[src/logic/psw_pkg.sv]
// Package of constants, types and helpers for the program space data window.
package psw_pkg;

	// ------------------------------------------------------------------
	// Widths
	// ------------------------------------------------------------------
	localparam int ADDR_W    = 16;
	localparam int PAGE_W    = 8;
	localparam int OFS_W     = 15;
	localparam int PM_ADDR_W = PAGE_W + OFS_W;
	localparam int WORD_W    = 24;
	localparam int DATA_W    = 16;
	localparam int EXTRA_W   = 2;

	// ------------------------------------------------------------------
	// Field positions and reset values
	// ------------------------------------------------------------------
	localparam int                WINDOW_BIT = 15;
	localparam logic [PAGE_W-1:0] PAGE_RST   = 8'h00;

	// ------------------------------------------------------------------
	// Added instruction cycles
	// ------------------------------------------------------------------
	localparam logic [EXTRA_W-1:0] EXTRA_NONE  = 2'h0;
	localparam logic [EXTRA_W-1:0] EXTRA_MOVE  = 2'h1;
	localparam logic [EXTRA_W-1:0] EXTRA_OTHER = 2'h2;
	localparam logic [EXTRA_W-1:0] EXTRA_EDGE  = 2'h2;

	// ------------------------------------------------------------------
	// Types
	// ------------------------------------------------------------------
	typedef enum logic [2:0] {
		PSW_IDLE  = 3'b000,
		PSW_HOLD  = 3'b001,
		PSW_FETCH = 3'b010,
		PSW_CAPT  = 3'b011,
		PSW_EXTRA = 3'b100
	} psw_state_t;

	// ------------------------------------------------------------------
	// Helpers
	// ------------------------------------------------------------------
	function automatic logic psw_hit(input logic [ADDR_W-1:0] addr, input logic en);
		return addr[WINDOW_BIT] & en;
	endfunction

endpackage

[src/logic/psw_cost.sv]
// Added-cycle calculator for reads that go through the program window.
`timescale 1ns/1ps
module psw_cost
	import psw_pkg::*;
(
	input  wire logic               in_repeat,
	input  wire logic               rep_first,
	input  wire logic               rep_last,
	input  wire logic               rep_int_exit,
	input  wire logic               rep_reentry,
	input  wire logic               is_move,
	output      logic [EXTRA_W-1:0] extra
);

	always_comb begin
		if (in_repeat) begin
			if (rep_first || rep_last || rep_int_exit || rep_reentry) begin
				extra = EXTRA_EDGE;
			end else begin
				extra = EXTRA_NONE;
			end
		end else if (is_move) begin
			extra = EXTRA_MOVE;
		end else begin
			extra = EXTRA_OTHER;
		end
	end

endmodule

[src/logic/psw_window.sv]
// Program space data window: maps upper data space reads onto a program page.
`timescale 1ns/1ps
module psw_window
	import psw_pkg::*;
(
	input  wire logic                 CLK,
	input  wire logic                 SYS_RST,
	input  wire logic                 RD_REQ,
	input  wire logic [ADDR_W-1:0]    RD_ADDR,
	input  wire logic                 INSN_MOVE,
	input  wire logic                 REP_ACTIVE,
	input  wire logic                 REP_FIRST,
	input  wire logic                 REP_LAST,
	input  wire logic                 REP_INT_EXIT,
	input  wire logic                 REP_REENTRY,
	input  wire logic                 PROGRAM_WINDOW_ENABLE,
	input  wire logic                 TABLE_BUSY,
	input  wire logic                 PAGE_WR,
	input  wire logic [PAGE_W-1:0]    PAGE_WDATA,
	input  wire logic [WORD_W-1:0]    PM_RDATA,
	output      logic                 RD_READY,
	output      logic                 DM_SEL,
	output      logic                 RD_VALID,
	output      logic [DATA_W-1:0]    RD_DATA,
	output      logic                 STALL,
	output      logic                 PM_REQ,
	output      logic [PM_ADDR_W-1:0] PM_ADDR,
	output      logic [PAGE_W-1:0]    WINDOW_PAGE_SELECT
);

	// ------------------------------------------------------------------
	// Request decode
	// ------------------------------------------------------------------
	psw_state_t         state_q;
	logic [EXTRA_W-1:0] extra_d;
	logic [EXTRA_W-1:0] cnt_q;
	logic [OFS_W-1:0]   ofs_q;
	logic               accept;
	logic               hit;

	assign RD_READY = (state_q == PSW_IDLE);
	assign STALL    = (state_q != PSW_IDLE);
	assign accept   = RD_REQ && RD_READY;
	assign hit      = psw_hit(RD_ADDR, PROGRAM_WINDOW_ENABLE);

	psw_cost u_cost (
		.in_repeat    (REP_ACTIVE),
		.rep_first    (REP_FIRST),
		.rep_last     (REP_LAST),
		.rep_int_exit (REP_INT_EXIT),
		.rep_reentry  (REP_REENTRY),
		.is_move      (INSN_MOVE),
		.extra        (extra_d)
	);

	// ------------------------------------------------------------------
	// Page register
	// ------------------------------------------------------------------
	always_ff @(posedge CLK) begin
		if (SYS_RST) begin
			WINDOW_PAGE_SELECT <= PAGE_RST;
		end else if (PAGE_WR) begin
			WINDOW_PAGE_SELECT <= PAGE_WDATA;
		end
	end

	// ------------------------------------------------------------------
	// Sequencer
	// ------------------------------------------------------------------
	// The page is sampled at fetch time, so a page write during a table
	// hold still steers the pending read.
	always_ff @(posedge CLK) begin
		if (SYS_RST) begin
			state_q <= PSW_IDLE;
			cnt_q   <= EXTRA_NONE;
			ofs_q   <= '0;
		end else begin
			case (state_q)
				PSW_IDLE: begin
					if (accept && hit) begin
						ofs_q <= RD_ADDR[OFS_W-1:0];
						cnt_q <= extra_d;
						state_q <= TABLE_BUSY ? PSW_HOLD : PSW_FETCH;
					end
				end
				PSW_HOLD: begin
					if (!TABLE_BUSY) begin
						state_q <= PSW_FETCH;
					end
				end
				PSW_FETCH: begin
					state_q <= PSW_CAPT;
				end
				PSW_CAPT: begin
					state_q <= (cnt_q == EXTRA_NONE) ? PSW_IDLE : PSW_EXTRA;
				end
				PSW_EXTRA: begin
					cnt_q <= cnt_q - 2'h1;
					if (cnt_q == 2'h1) begin
						state_q <= PSW_IDLE;
					end
				end
				default: begin
					state_q <= PSW_IDLE;
				end
			endcase
		end
	end

	// ------------------------------------------------------------------
	// Program fetch port
	// ------------------------------------------------------------------
	always_ff @(posedge CLK) begin
		if (SYS_RST) begin
			PM_REQ  <= 1'b0;
			PM_ADDR <= '0;
		end else begin
			PM_REQ <= 1'b0;
			if ((state_q == PSW_IDLE && accept && hit && !TABLE_BUSY)
				|| (state_q == PSW_HOLD && !TABLE_BUSY)) begin
				PM_REQ  <= 1'b1;
				PM_ADDR <= {WINDOW_PAGE_SELECT,
					(state_q == PSW_IDLE) ? RD_ADDR[OFS_W-1:0] : ofs_q};
			end
		end
	end

	// ------------------------------------------------------------------
	// Read answer
	// ------------------------------------------------------------------
	always_ff @(posedge CLK) begin
		if (SYS_RST) begin
			RD_DATA  <= '0;
			RD_VALID <= 1'b0;
			DM_SEL   <= 1'b0;
		end else begin
			DM_SEL   <= accept && !hit;
			RD_VALID <= (state_q == PSW_CAPT && cnt_q == EXTRA_NONE)
				|| (state_q == PSW_EXTRA && cnt_q == 2'h1);
			if (state_q == PSW_CAPT) begin
				RD_DATA <= PM_RDATA[DATA_W-1:0];
			end
		end
	end

	logic go;
	assign go = accept && hit && !TABLE_BUSY;
endmodule

[config.mk]
export PLATFORM = sky130hd
export DESIGN_NAME = psw_window
export DESIGN_NICKNAME = d
export VERILOG_FILES = /design/src/logic/psw_pkg.sv /design/src/logic/psw_cost.sv /design/src/logic/psw_window.sv
export SDC_FILE = /design/constraint.sdc
export NUM_CORES = 1
export LEC_CHECK = 0
export ABC_AREA = 1
export BUFFER_PORTS_ARGS = -buffer_cell sky130_fd_sc_hd__buf_4
export CAP_MARGIN = 20
export CORE_MARGIN = 4
export CORE_UTILIZATION = 39
export CTS_CLUSTER_DIAMETER = 40
export DETAILED_ROUTE_END_ITERATION = 8
export PLACE_DENSITY = 0.75
export SYNTH_ARGS = -nofsm -noshare
export SYNTH_HDL_FRONTEND = slang
export SYNTH_HIERARCHICAL = 1
export SYNTH_SLANG_ARGS = --single-unit
[constraint.sdc]
create_clock -name CLK -period 1.55 [get_ports CLK]
set_input_delay 0.31 -clock CLK [delete_from_list [all_inputs] [get_ports CLK]]
set_output_delay 0.31 -clock CLK [all_outputs]
set_load 0.005 [all_outputs]
-- After elaboration in Yosys (flattened, before gate mapping)
Index checks and enable logic that the tools add are counted.
- register bits after elaboration: 70
- input bits: 60
- output and inout port bits: 52
- $add $sub $neg: 1
- equal/unequal tests: 8
- muxes and demuxes: 13
- bitwise operators: 1
- reductions and logical operators: 23
- operators by type and width (cell ; count):
    15-bit two-way mux ; 1
    3-bit one-hot mux with 5 select lines ; 1
    3-bit two-way mux ; 4
    2-bit two-way mux ; 5
    1-bit logical AND ; 9
    3-bit by 2-bit == test with 1-bit output (second input constant) ; 2
    1-bit logical OR ; 5
    2-bit != test (second input constant) ; 2
    2-bit one-hot mux with 2 select lines ; 1
    2-bit AND reduction ; 2
    3-bit by 1-bit == test with 1-bit output (second input constant) ; 1
    3-bit == test (second input constant) ; 1
    3-bit logical NOT ; 1
    3-bit AND reduction ; 1
    3-bit nonzero test ; 1
    2-bit by 1-bit == test with 1-bit output (second input constant) ; 1
    1-bit logical NOT ; 2
    2-bit logical NOT ; 1
    2-bit by 1-bit != test with 1-bit output (second input constant) ; 1
    2-bit nonzero test ; 1
    2-bit by 1-bit subtractor with 2-bit output (second input constant) ; 1
    1-bit bitwise AND ; 1
    1-bit two-way mux ; 1

-- Longest topological paths before layout
Gate-level depths: netlist of run 1.
- word-level depth: 7
- mapped depth: 10

-- Hierarchy
Netlist of run 1, hierarchy kept.
- modules (own cells, without submodules) (module ; instances ; cells an instance ; area each (um2) ; seq. area each (um2)):
    psw_window ; 1 ; 421 ; 2964.1 ; 1401.3
    psw_cost ; 1 ; 9 ; 33.8 ; 0.0

-- Worst setup path before layout of run 1
No wires, ideal clock.
- path type: register to register
- start: reg state_q[0]
- end: reg PM_ADDR[0]
- arrival: 1.208 ns
- path slack: 0.229 ns
- stages on the path, launching flop included: 9
- buffers on the path: 2
- clock period less this slack: 1.321 ns
- cell sequence: dfxtp_1 nor2_2 buf_4 nand4_4 nand2_1 buf_6 nand3_1 nand2_1 nor2_1
- cells in the longest elaborated chain, start to end: 6
- elaborated cells on any way between the ends: 9
- RTL lines (element ; RTL line ; RTL):
    start, declared ; psw_window.sv:34 ; psw_state_t state_q;
    start signal, assigned ; psw_window.sv:83 ; state_q <= TABLE_BUSY ? PSW_HOLD : PSW_FETCH;
    start signal, assigned ; psw_window.sv:95 ; state_q <= (cnt_q == EXTRA_NONE) ? PSW_IDLE : PSW_EXTRA;
    3-bit logical NOT ; psw_window.sv:41, psw_window.sv:119, psw_window.sv:123 ;
    1-bit logical AND ; psw_window.sv:43 ; assign accept = RD_REQ && RD_READY;
    1-bit logical AND (3 in series) ; psw_window.sv:119 ; if ((state_q == PSW_IDLE && accept && hit && !TABLE_BUSY)
    1-bit logical OR ; psw_window.sv:120 ; || (state_q == PSW_HOLD && !TABLE_BUSY)) begin
    end signal, assigned ; psw_window.sv:122 ; PM_ADDR <= {WINDOW_PAGE_SELECT,
    end, declared ; psw_window.sv:27 ; output logic [PM_ADDR_W-1:0] PM_ADDR,
Several ways; a longest one is shown, not always the timed one.
A chain may end at the register's enable or synchronous reset.

-- Worst setup path in the final report of run 1
- start: reg state_q[0]
- end: out RD_READY
- cells in the longest elaborated chain, start to end: 1
- RTL lines (element ; RTL line ; RTL):
    3-bit logical NOT ; psw_window.sv:41 ; assign RD_READY = (state_q == PSW_IDLE);
    end, declared ; psw_window.sv:21 ; output logic RD_READY,
Every way passes these cells.

==> results of run 1 <==
where the power goes:
| group | switching [W] | total [W] | internal (W) | leakage (nW) |
|---|---|---|---|---|
| registers | 0.0000637 | 0.00199 | 0.00192 | 0.572 |
| logic | 0.000465 | 0.000910 | 0.000445 | 1.34 |
| clock network | 0.000668 | 0.00178 | 0.00112 | 0.120 |
| total | 0.00120 | 0.00468 | 0.00348 | 2.03 |
logic make-up after synthesis:
kind of cell / share of synthesized area [%]
simple gates: 33.22
fa+ha+maj: 0.8346
compound gates: 9.933
flops: 46.74
buf+inv: 9.265
stage by stage:
step	area (sq um)	hold slack (ps)
floorplan	2998	444.9
global placement	3887	456.3
detailed placement	3887	460.8
CTS	4173	170.8
global route	4215	183.2
finish	4215	191.3
path summary, 6_finish.rpt:
path | cells after the start | slack [ps] | to
max | 4 | 60 | RD_READY
min | 3 | 190 | RD_DATA[1]
max reg2reg | 10 | 80 | PM_ADDR[7]
min reg2reg | 2 | 470 | WINDOW_PAGE_SELECT[3]
cell type report:
type | count | area (sq um) | area share (%)
Sequential cell | 70 | 1405 | 33.33
Clock inverter | 5 | 106.4 | 2.523
Inverter | 38 | 145.1 | 3.443
Multi-Input combinational cell | 299 | 1353 | 32.09
Tap cell | 99 | 123.9 | 2.939
Clock buffer | 11 | 141.4 | 3.354
Timing Repair Buffer | 118 | 940.9 | 22.32
critical path: cells and delay by family (launching register included):
kind	cells	cell delay, ps
flops	1	340
simple gates	2	330
buf+inv	2	180
synthesized netlist by cell type (all sizes together), types with 2 or more instances:
cell type | count | area, sq um
a21oi | 16 | 80.08
o21ai | 42 | 210.2
inv | 36 | 135.1
nor2 | 118 | 460.4
dfxtp | 70 | 1401
nand2 | 73 | 279.0
buf | 12 | 93.83
nand3 | 42 | 210.2
clkinv | 2 | 7.510
clkbuf | 11 | 41.29
nand4 | 2 | 27.53
ha | 2 | 25.02
state kept, by name, indices dropped and copies added (netlist names):
signal	cells
DM_SEL	1
PM_ADDR	23
PM_REQ	1
RD_DATA	16
RD_VALID	1
WINDOW_PAGE_SELECT	8
cnt_q	2
ofs_q	15
state_q	3
per-layer routing:
layer | routed length (um) | up-vias | GRT usage [%]
met4 | 216 | 0 | 8.531
met1 | 3180 | 1330 | 19.33
met3 | 734 | 17 | 6.156
met2 | 3741 | 123 | 29.65
met5 | 0 | - | 0
li1 | - | 1561 | -
repair_timing:
action	4_1_cts	5_1_grt
pin swaps	1	1
gates cloned	0	1
buffers inserted	2	0
setup endpoints to repair	2	27
resized for setup	5	6
==> results.cfg, run 1 <==
[clocking]
clk_pin_slew_ps = 70
h-tree-depth = 3
hold_buffers = 0
clk_path_buf_depth = 2
cts_made_buffers = 9
clockRootBuffer = clkbuf_8
cts_tree = done
cts.sinks = 70
worst_skew_pair.late_latency_ps = 340

[drt]
routed_via_density = 4.736
vias = 3031
drcViolationCount = 0
wl_per_cell_um = 12.30
firstDrtPassIters = 4
finalWirelength_mm = 7.873
antenna_left = 0
drtIter0Drc = 140

[synthesis]
synth_warnings = 6
synth.distinct_cells = 24
ys_seq_area_share_pct = 46.74
avgSynthCellArea_sq_um = 6.972
syn-num-nets = 492
synth_edf_count = 0
synthCells = 430
synth_seq_cells = 70
synthFlopType = dfxtp_1
synthArstFlopShare_pct = 0
syn_area_sq_um = 2998

[die]
start_util_pct = 40.68
die_x_um = 95.68
die_area_sq_um = 9154
die_h_um = 95.68
core_sq_um = 7370
io_pins = 112
row_count = 31

[timing]
finalSetupTns_ps = 0
period_needed_ps = 1486
clock.fmax_mhz = 673.0
setup_viol = 0
hold_violations = 0
rsz0062_at_grt = yes
fin_ws_ps = 64.03
worst_pin_slew_ps = 366.0
drv_slew = 0
post-route-period-util_pct = 95.87
slew_headroom_pct = 75.57
clock_skew_ps = 7.592

[setup_path]
r2r-start = state_q[0]
critPathCaptureType = output port
slowest_delay_ps = 340
crit_arrival_ps = 1180
cp_max_fo = 18
startpoint = state_q[0]
critPathKind = reg -> out
crit_chain = nor2_4 -> nand2_8 -> inv_1 -> buf_4
cp.required_ps = 1240
start_kind = flip-flop
crit_slowest_cell = dfxtp_2

[global_routing]
grt_max_degree = 48
antenna_found_initial = 0
grt_pass1_wl_mm = 12.57
gr-usage-all-layers_pct = 17.48
grt_overflow_total = 0
first_global_vias = 2887

[power_and_ir_drop]
p_leak_nw = 2.035
pwr_density_cell_nw_per_um2 = 1110
finalPower_w = 0.004680
ir_drop_uv = 595.3

[placement]
place_congestion = 0.7806
dp_hpwl_mm = 5.646
io_buffers = 103
dp.cells = 621
dp_slack_ps = 13.21

[layout]
syn_to_final_growth_pct = 40.61
layout-drive-gt1-share_pct = 27.36
nets = 598
layout_common_cells = nor2_1, buf_4, nand2_1
final_common_cell = nor2_1
insertedDiodeCount = 0
nFillCells = 714
utilization_pct = 57.20
final_cells = 640

[min_path]
hp-class = in -> reg
min_from = PM_RDATA[1]

[run_status]
outcome = finished, final reports clean

[run]
drv_cap = 0
Power figures use the tool's default switching activity.
==> inputs of run 2 (changes only) <==
Settings changed: CORE_ASPECT_RATIO from default to 0.6.
==> run 2 against run 1 <==
First-iteration DRC count up 83%. Wire length is 5.1% higher. Flip-flop and latch count stayed put. Worst hold slack improved by 6.4 ps. Register-to-register slack worse by 20 ps. Setup slack worse by 22 ps. Die area is 0.50% higher. Clock power is 6% higher. Sequential power barely moved. Sequential share of layout area decreased by 0.18 points. Count of clock-buffer cells in the layout is 2 higher. Critical path type unchanged. Largest power group unchanged.
==> results.cfg, run 2 (same netlist as run 1, synthesis figures left out) <==
[setup_path]
rrSetupSlack_ps = 60
slowest_delay_ps = 430
critPathTopFamily = flip-flops
r2r_end = PM_ADDR[16]
worstRegToRegCells = 9
cp_max_fo = 4
crit_chain = nor2_4 -> buf_6 -> nand2_8 -> inv_1 -> buf_4
path_buf_inv = 3
crit_slowest_cell = dfxtp_1
startpoint = state_q[1]
r2r-start = state_q[1]
critPathCaptureType = output port
crit_arrival_ps = 1200
start_kind = flip-flop
critPathKind = reg -> out
cp.required_ps = 1240

[placement]
dp_slack_ps = 67.35
place_congestion = 0.8899
dp_hpwl_mm = 5.894
io_buffers = 103

[drt]
antenna_left = 0
routed_via_density = 4.741
drtIter0Drc = 256
drcViolationCount = 0
finalWirelength_mm = 8.276
firstDrtPassIters = 4
vias = 3058
wl_per_cell_um = 12.83

[timing]
rsz0062_at_grt = yes
hold_violations = 0
setup_viol = 0
drv_slew = 0
clock.fmax_mhz = 663.3
finalSetupTns_ps = 0
clock_skew_ps = 5.549
fin_ws_ps = 42.37
worst_pin_slew_ps = 426.6
hold_slack_ps = 197.7
slew_headroom_pct = 71.53
post-route-period-util_pct = 97.27
period_needed_ps = 1508

[clocking]
worst_skew_pair.late_latency_ps = 330
h-tree-depth = 3
cts.sinks = 70
clk_path_buf_depth = 2
clockRootBuffer = clkbuf_16
cts_tree = done
hold_buffers = 0
cts_made_buffers = 9
clk_pin_slew_ps = 50

[layout]
layout-drive-gt1-share_pct = 26.43
top_register = PM_ADDR
nFillCells = 721
largest_register_ffs = 23
multi_input_area_sq_um = 1345
syn_to_final_growth_pct = 40.98
top_regs = PM_ADDR (23), RD_DATA (16), ofs_q (15)
nets = 600
insertedDiodeCount = 0
regArea_sq_um = 1401
layout_common_cells = nor2_1, buf_4, dfxtp_1, nand2_1, nand3_1
utilization_pct = 57.45
final_common_cell = nor2_1

[min_path]
min_from = PM_RDATA[6]
holdPathStages = 3
hp-class = in -> reg
hold_end = RD_DATA[6]

[die]
die_x_um = 121.2
die_h_um = 75.91
start_util_pct = 40.75
die_area_sq_um = 9199
core_sq_um = 7357
io_pins = 112
row_count = 24

[global_routing]
grt_overflow_total = 0
gr-usage-all-layers_pct = 18.27
grt_pass1_wl_mm = 13.54
antenna_found_initial = 0
grt_max_degree = 48
first_global_vias = 2954

[power_and_ir_drop]
p_leak_nw = 2.051
ir_drop_uv = 467.9
pwr_density_cell_nw_per_um2 = 1134

[run]
drv_cap = 0

[run_status]
outcome = finished, final reports clean
==> run 2: cell types whose count changed in the layout (fill, tap and decap cells not counted), moves of 2 or more <==
cell / previous run / this run
buf_12: 3 / 1
clkbuf_8: 10 / 3
dfxtp_2: 3 / 0
buf_6: 0 / 5
dfxtp_1: 67 / 70
bufinv_16: 3 / 0
clkbuf_16: 1 / 9
==> run 2: where the power goes <==
group / internal (W) / total (W) / switching [W]
registers: 0.00192 / 0.00199 / 0.0000687
clock network: 0.00119 / 0.00189 / 0.000703
logic: 0.000438 / 0.000905 / 0.000467
total: 0.00355 / 0.00479 / 0.00124
==> run 2: routing by layer <==
| metal | vias to the layer above | GRT usage, % | routed length (um) |
|---|---|---|---|
| met5 | - | 0 | 0 |
| met4 | 0 | 6.711 | 106 |
| met3 | 11 | 6.920 | 642 |
| met2 | 90 | 29.25 | 3811 |
| met1 | 1391 | 22.41 | 3717 |
| li1 | 1566 | - | - |
==> run 2: worst reg2reg max path, delay by kind of cell (launching register included) <==
family,cells,cell delay (ps)
buffers and inverters,3,480
flip-flops,1,360
AND/OR/NAND/NOR,6,550
==> run 2: how the worst max path moves through the flow <==
| stage | end | slack (ps) | depth (start not counted) |
|---|---|---|---|
| after detailed placement | PM_ADDR[20] | 70 | 7 |
| after global routing | PM_ADDR[19] | -50 | 9 |
| final | RD_READY | 40 | 5 |
| after floorplan | PM_ADDR[0] | 230 | 8 |
| after global placement | STALL | 140 | 4 |
| after CTS | PM_ADDR[21] | 5 | 7 |
==> run 2: area by class of cell <==
| type | instances | area share, % |
|---|---|---|
| Clock buffer | 13 | 6.394 |
| Clock inverter | 1 | 0.1184 |
| Inverter | 38 | 3.375 |
| Multi-Input combinational cell | 299 | 31.82 |
| Sequential cell | 70 | 33.16 |
| Tap cell | 104 | 3.079 |
| Timing Repair Buffer | 120 | 22.05 |
==> run 2: through the flow <==
step / instance area (sq um) / power, W / instances
floorplan: 2998 / 0.002504 / 430
global placement: 3884 / 0.002845 / 628
detailed placement: 3884 / 0.002870 / 628
CTS: 4195 / 0.004812 / 644
global route: 4227 / 0.005047 / 645
finish: 4227 / 0.004793 / 645
==> run 2: what timing repair did <==
item,CTS,global route
endpoints found under the setup margin,2,35
gates resized for setup,4,9
buffers inserted,2,0
pin swaps,2,1
endpoints found under the hold margin,0,0
gates cloned,0,1
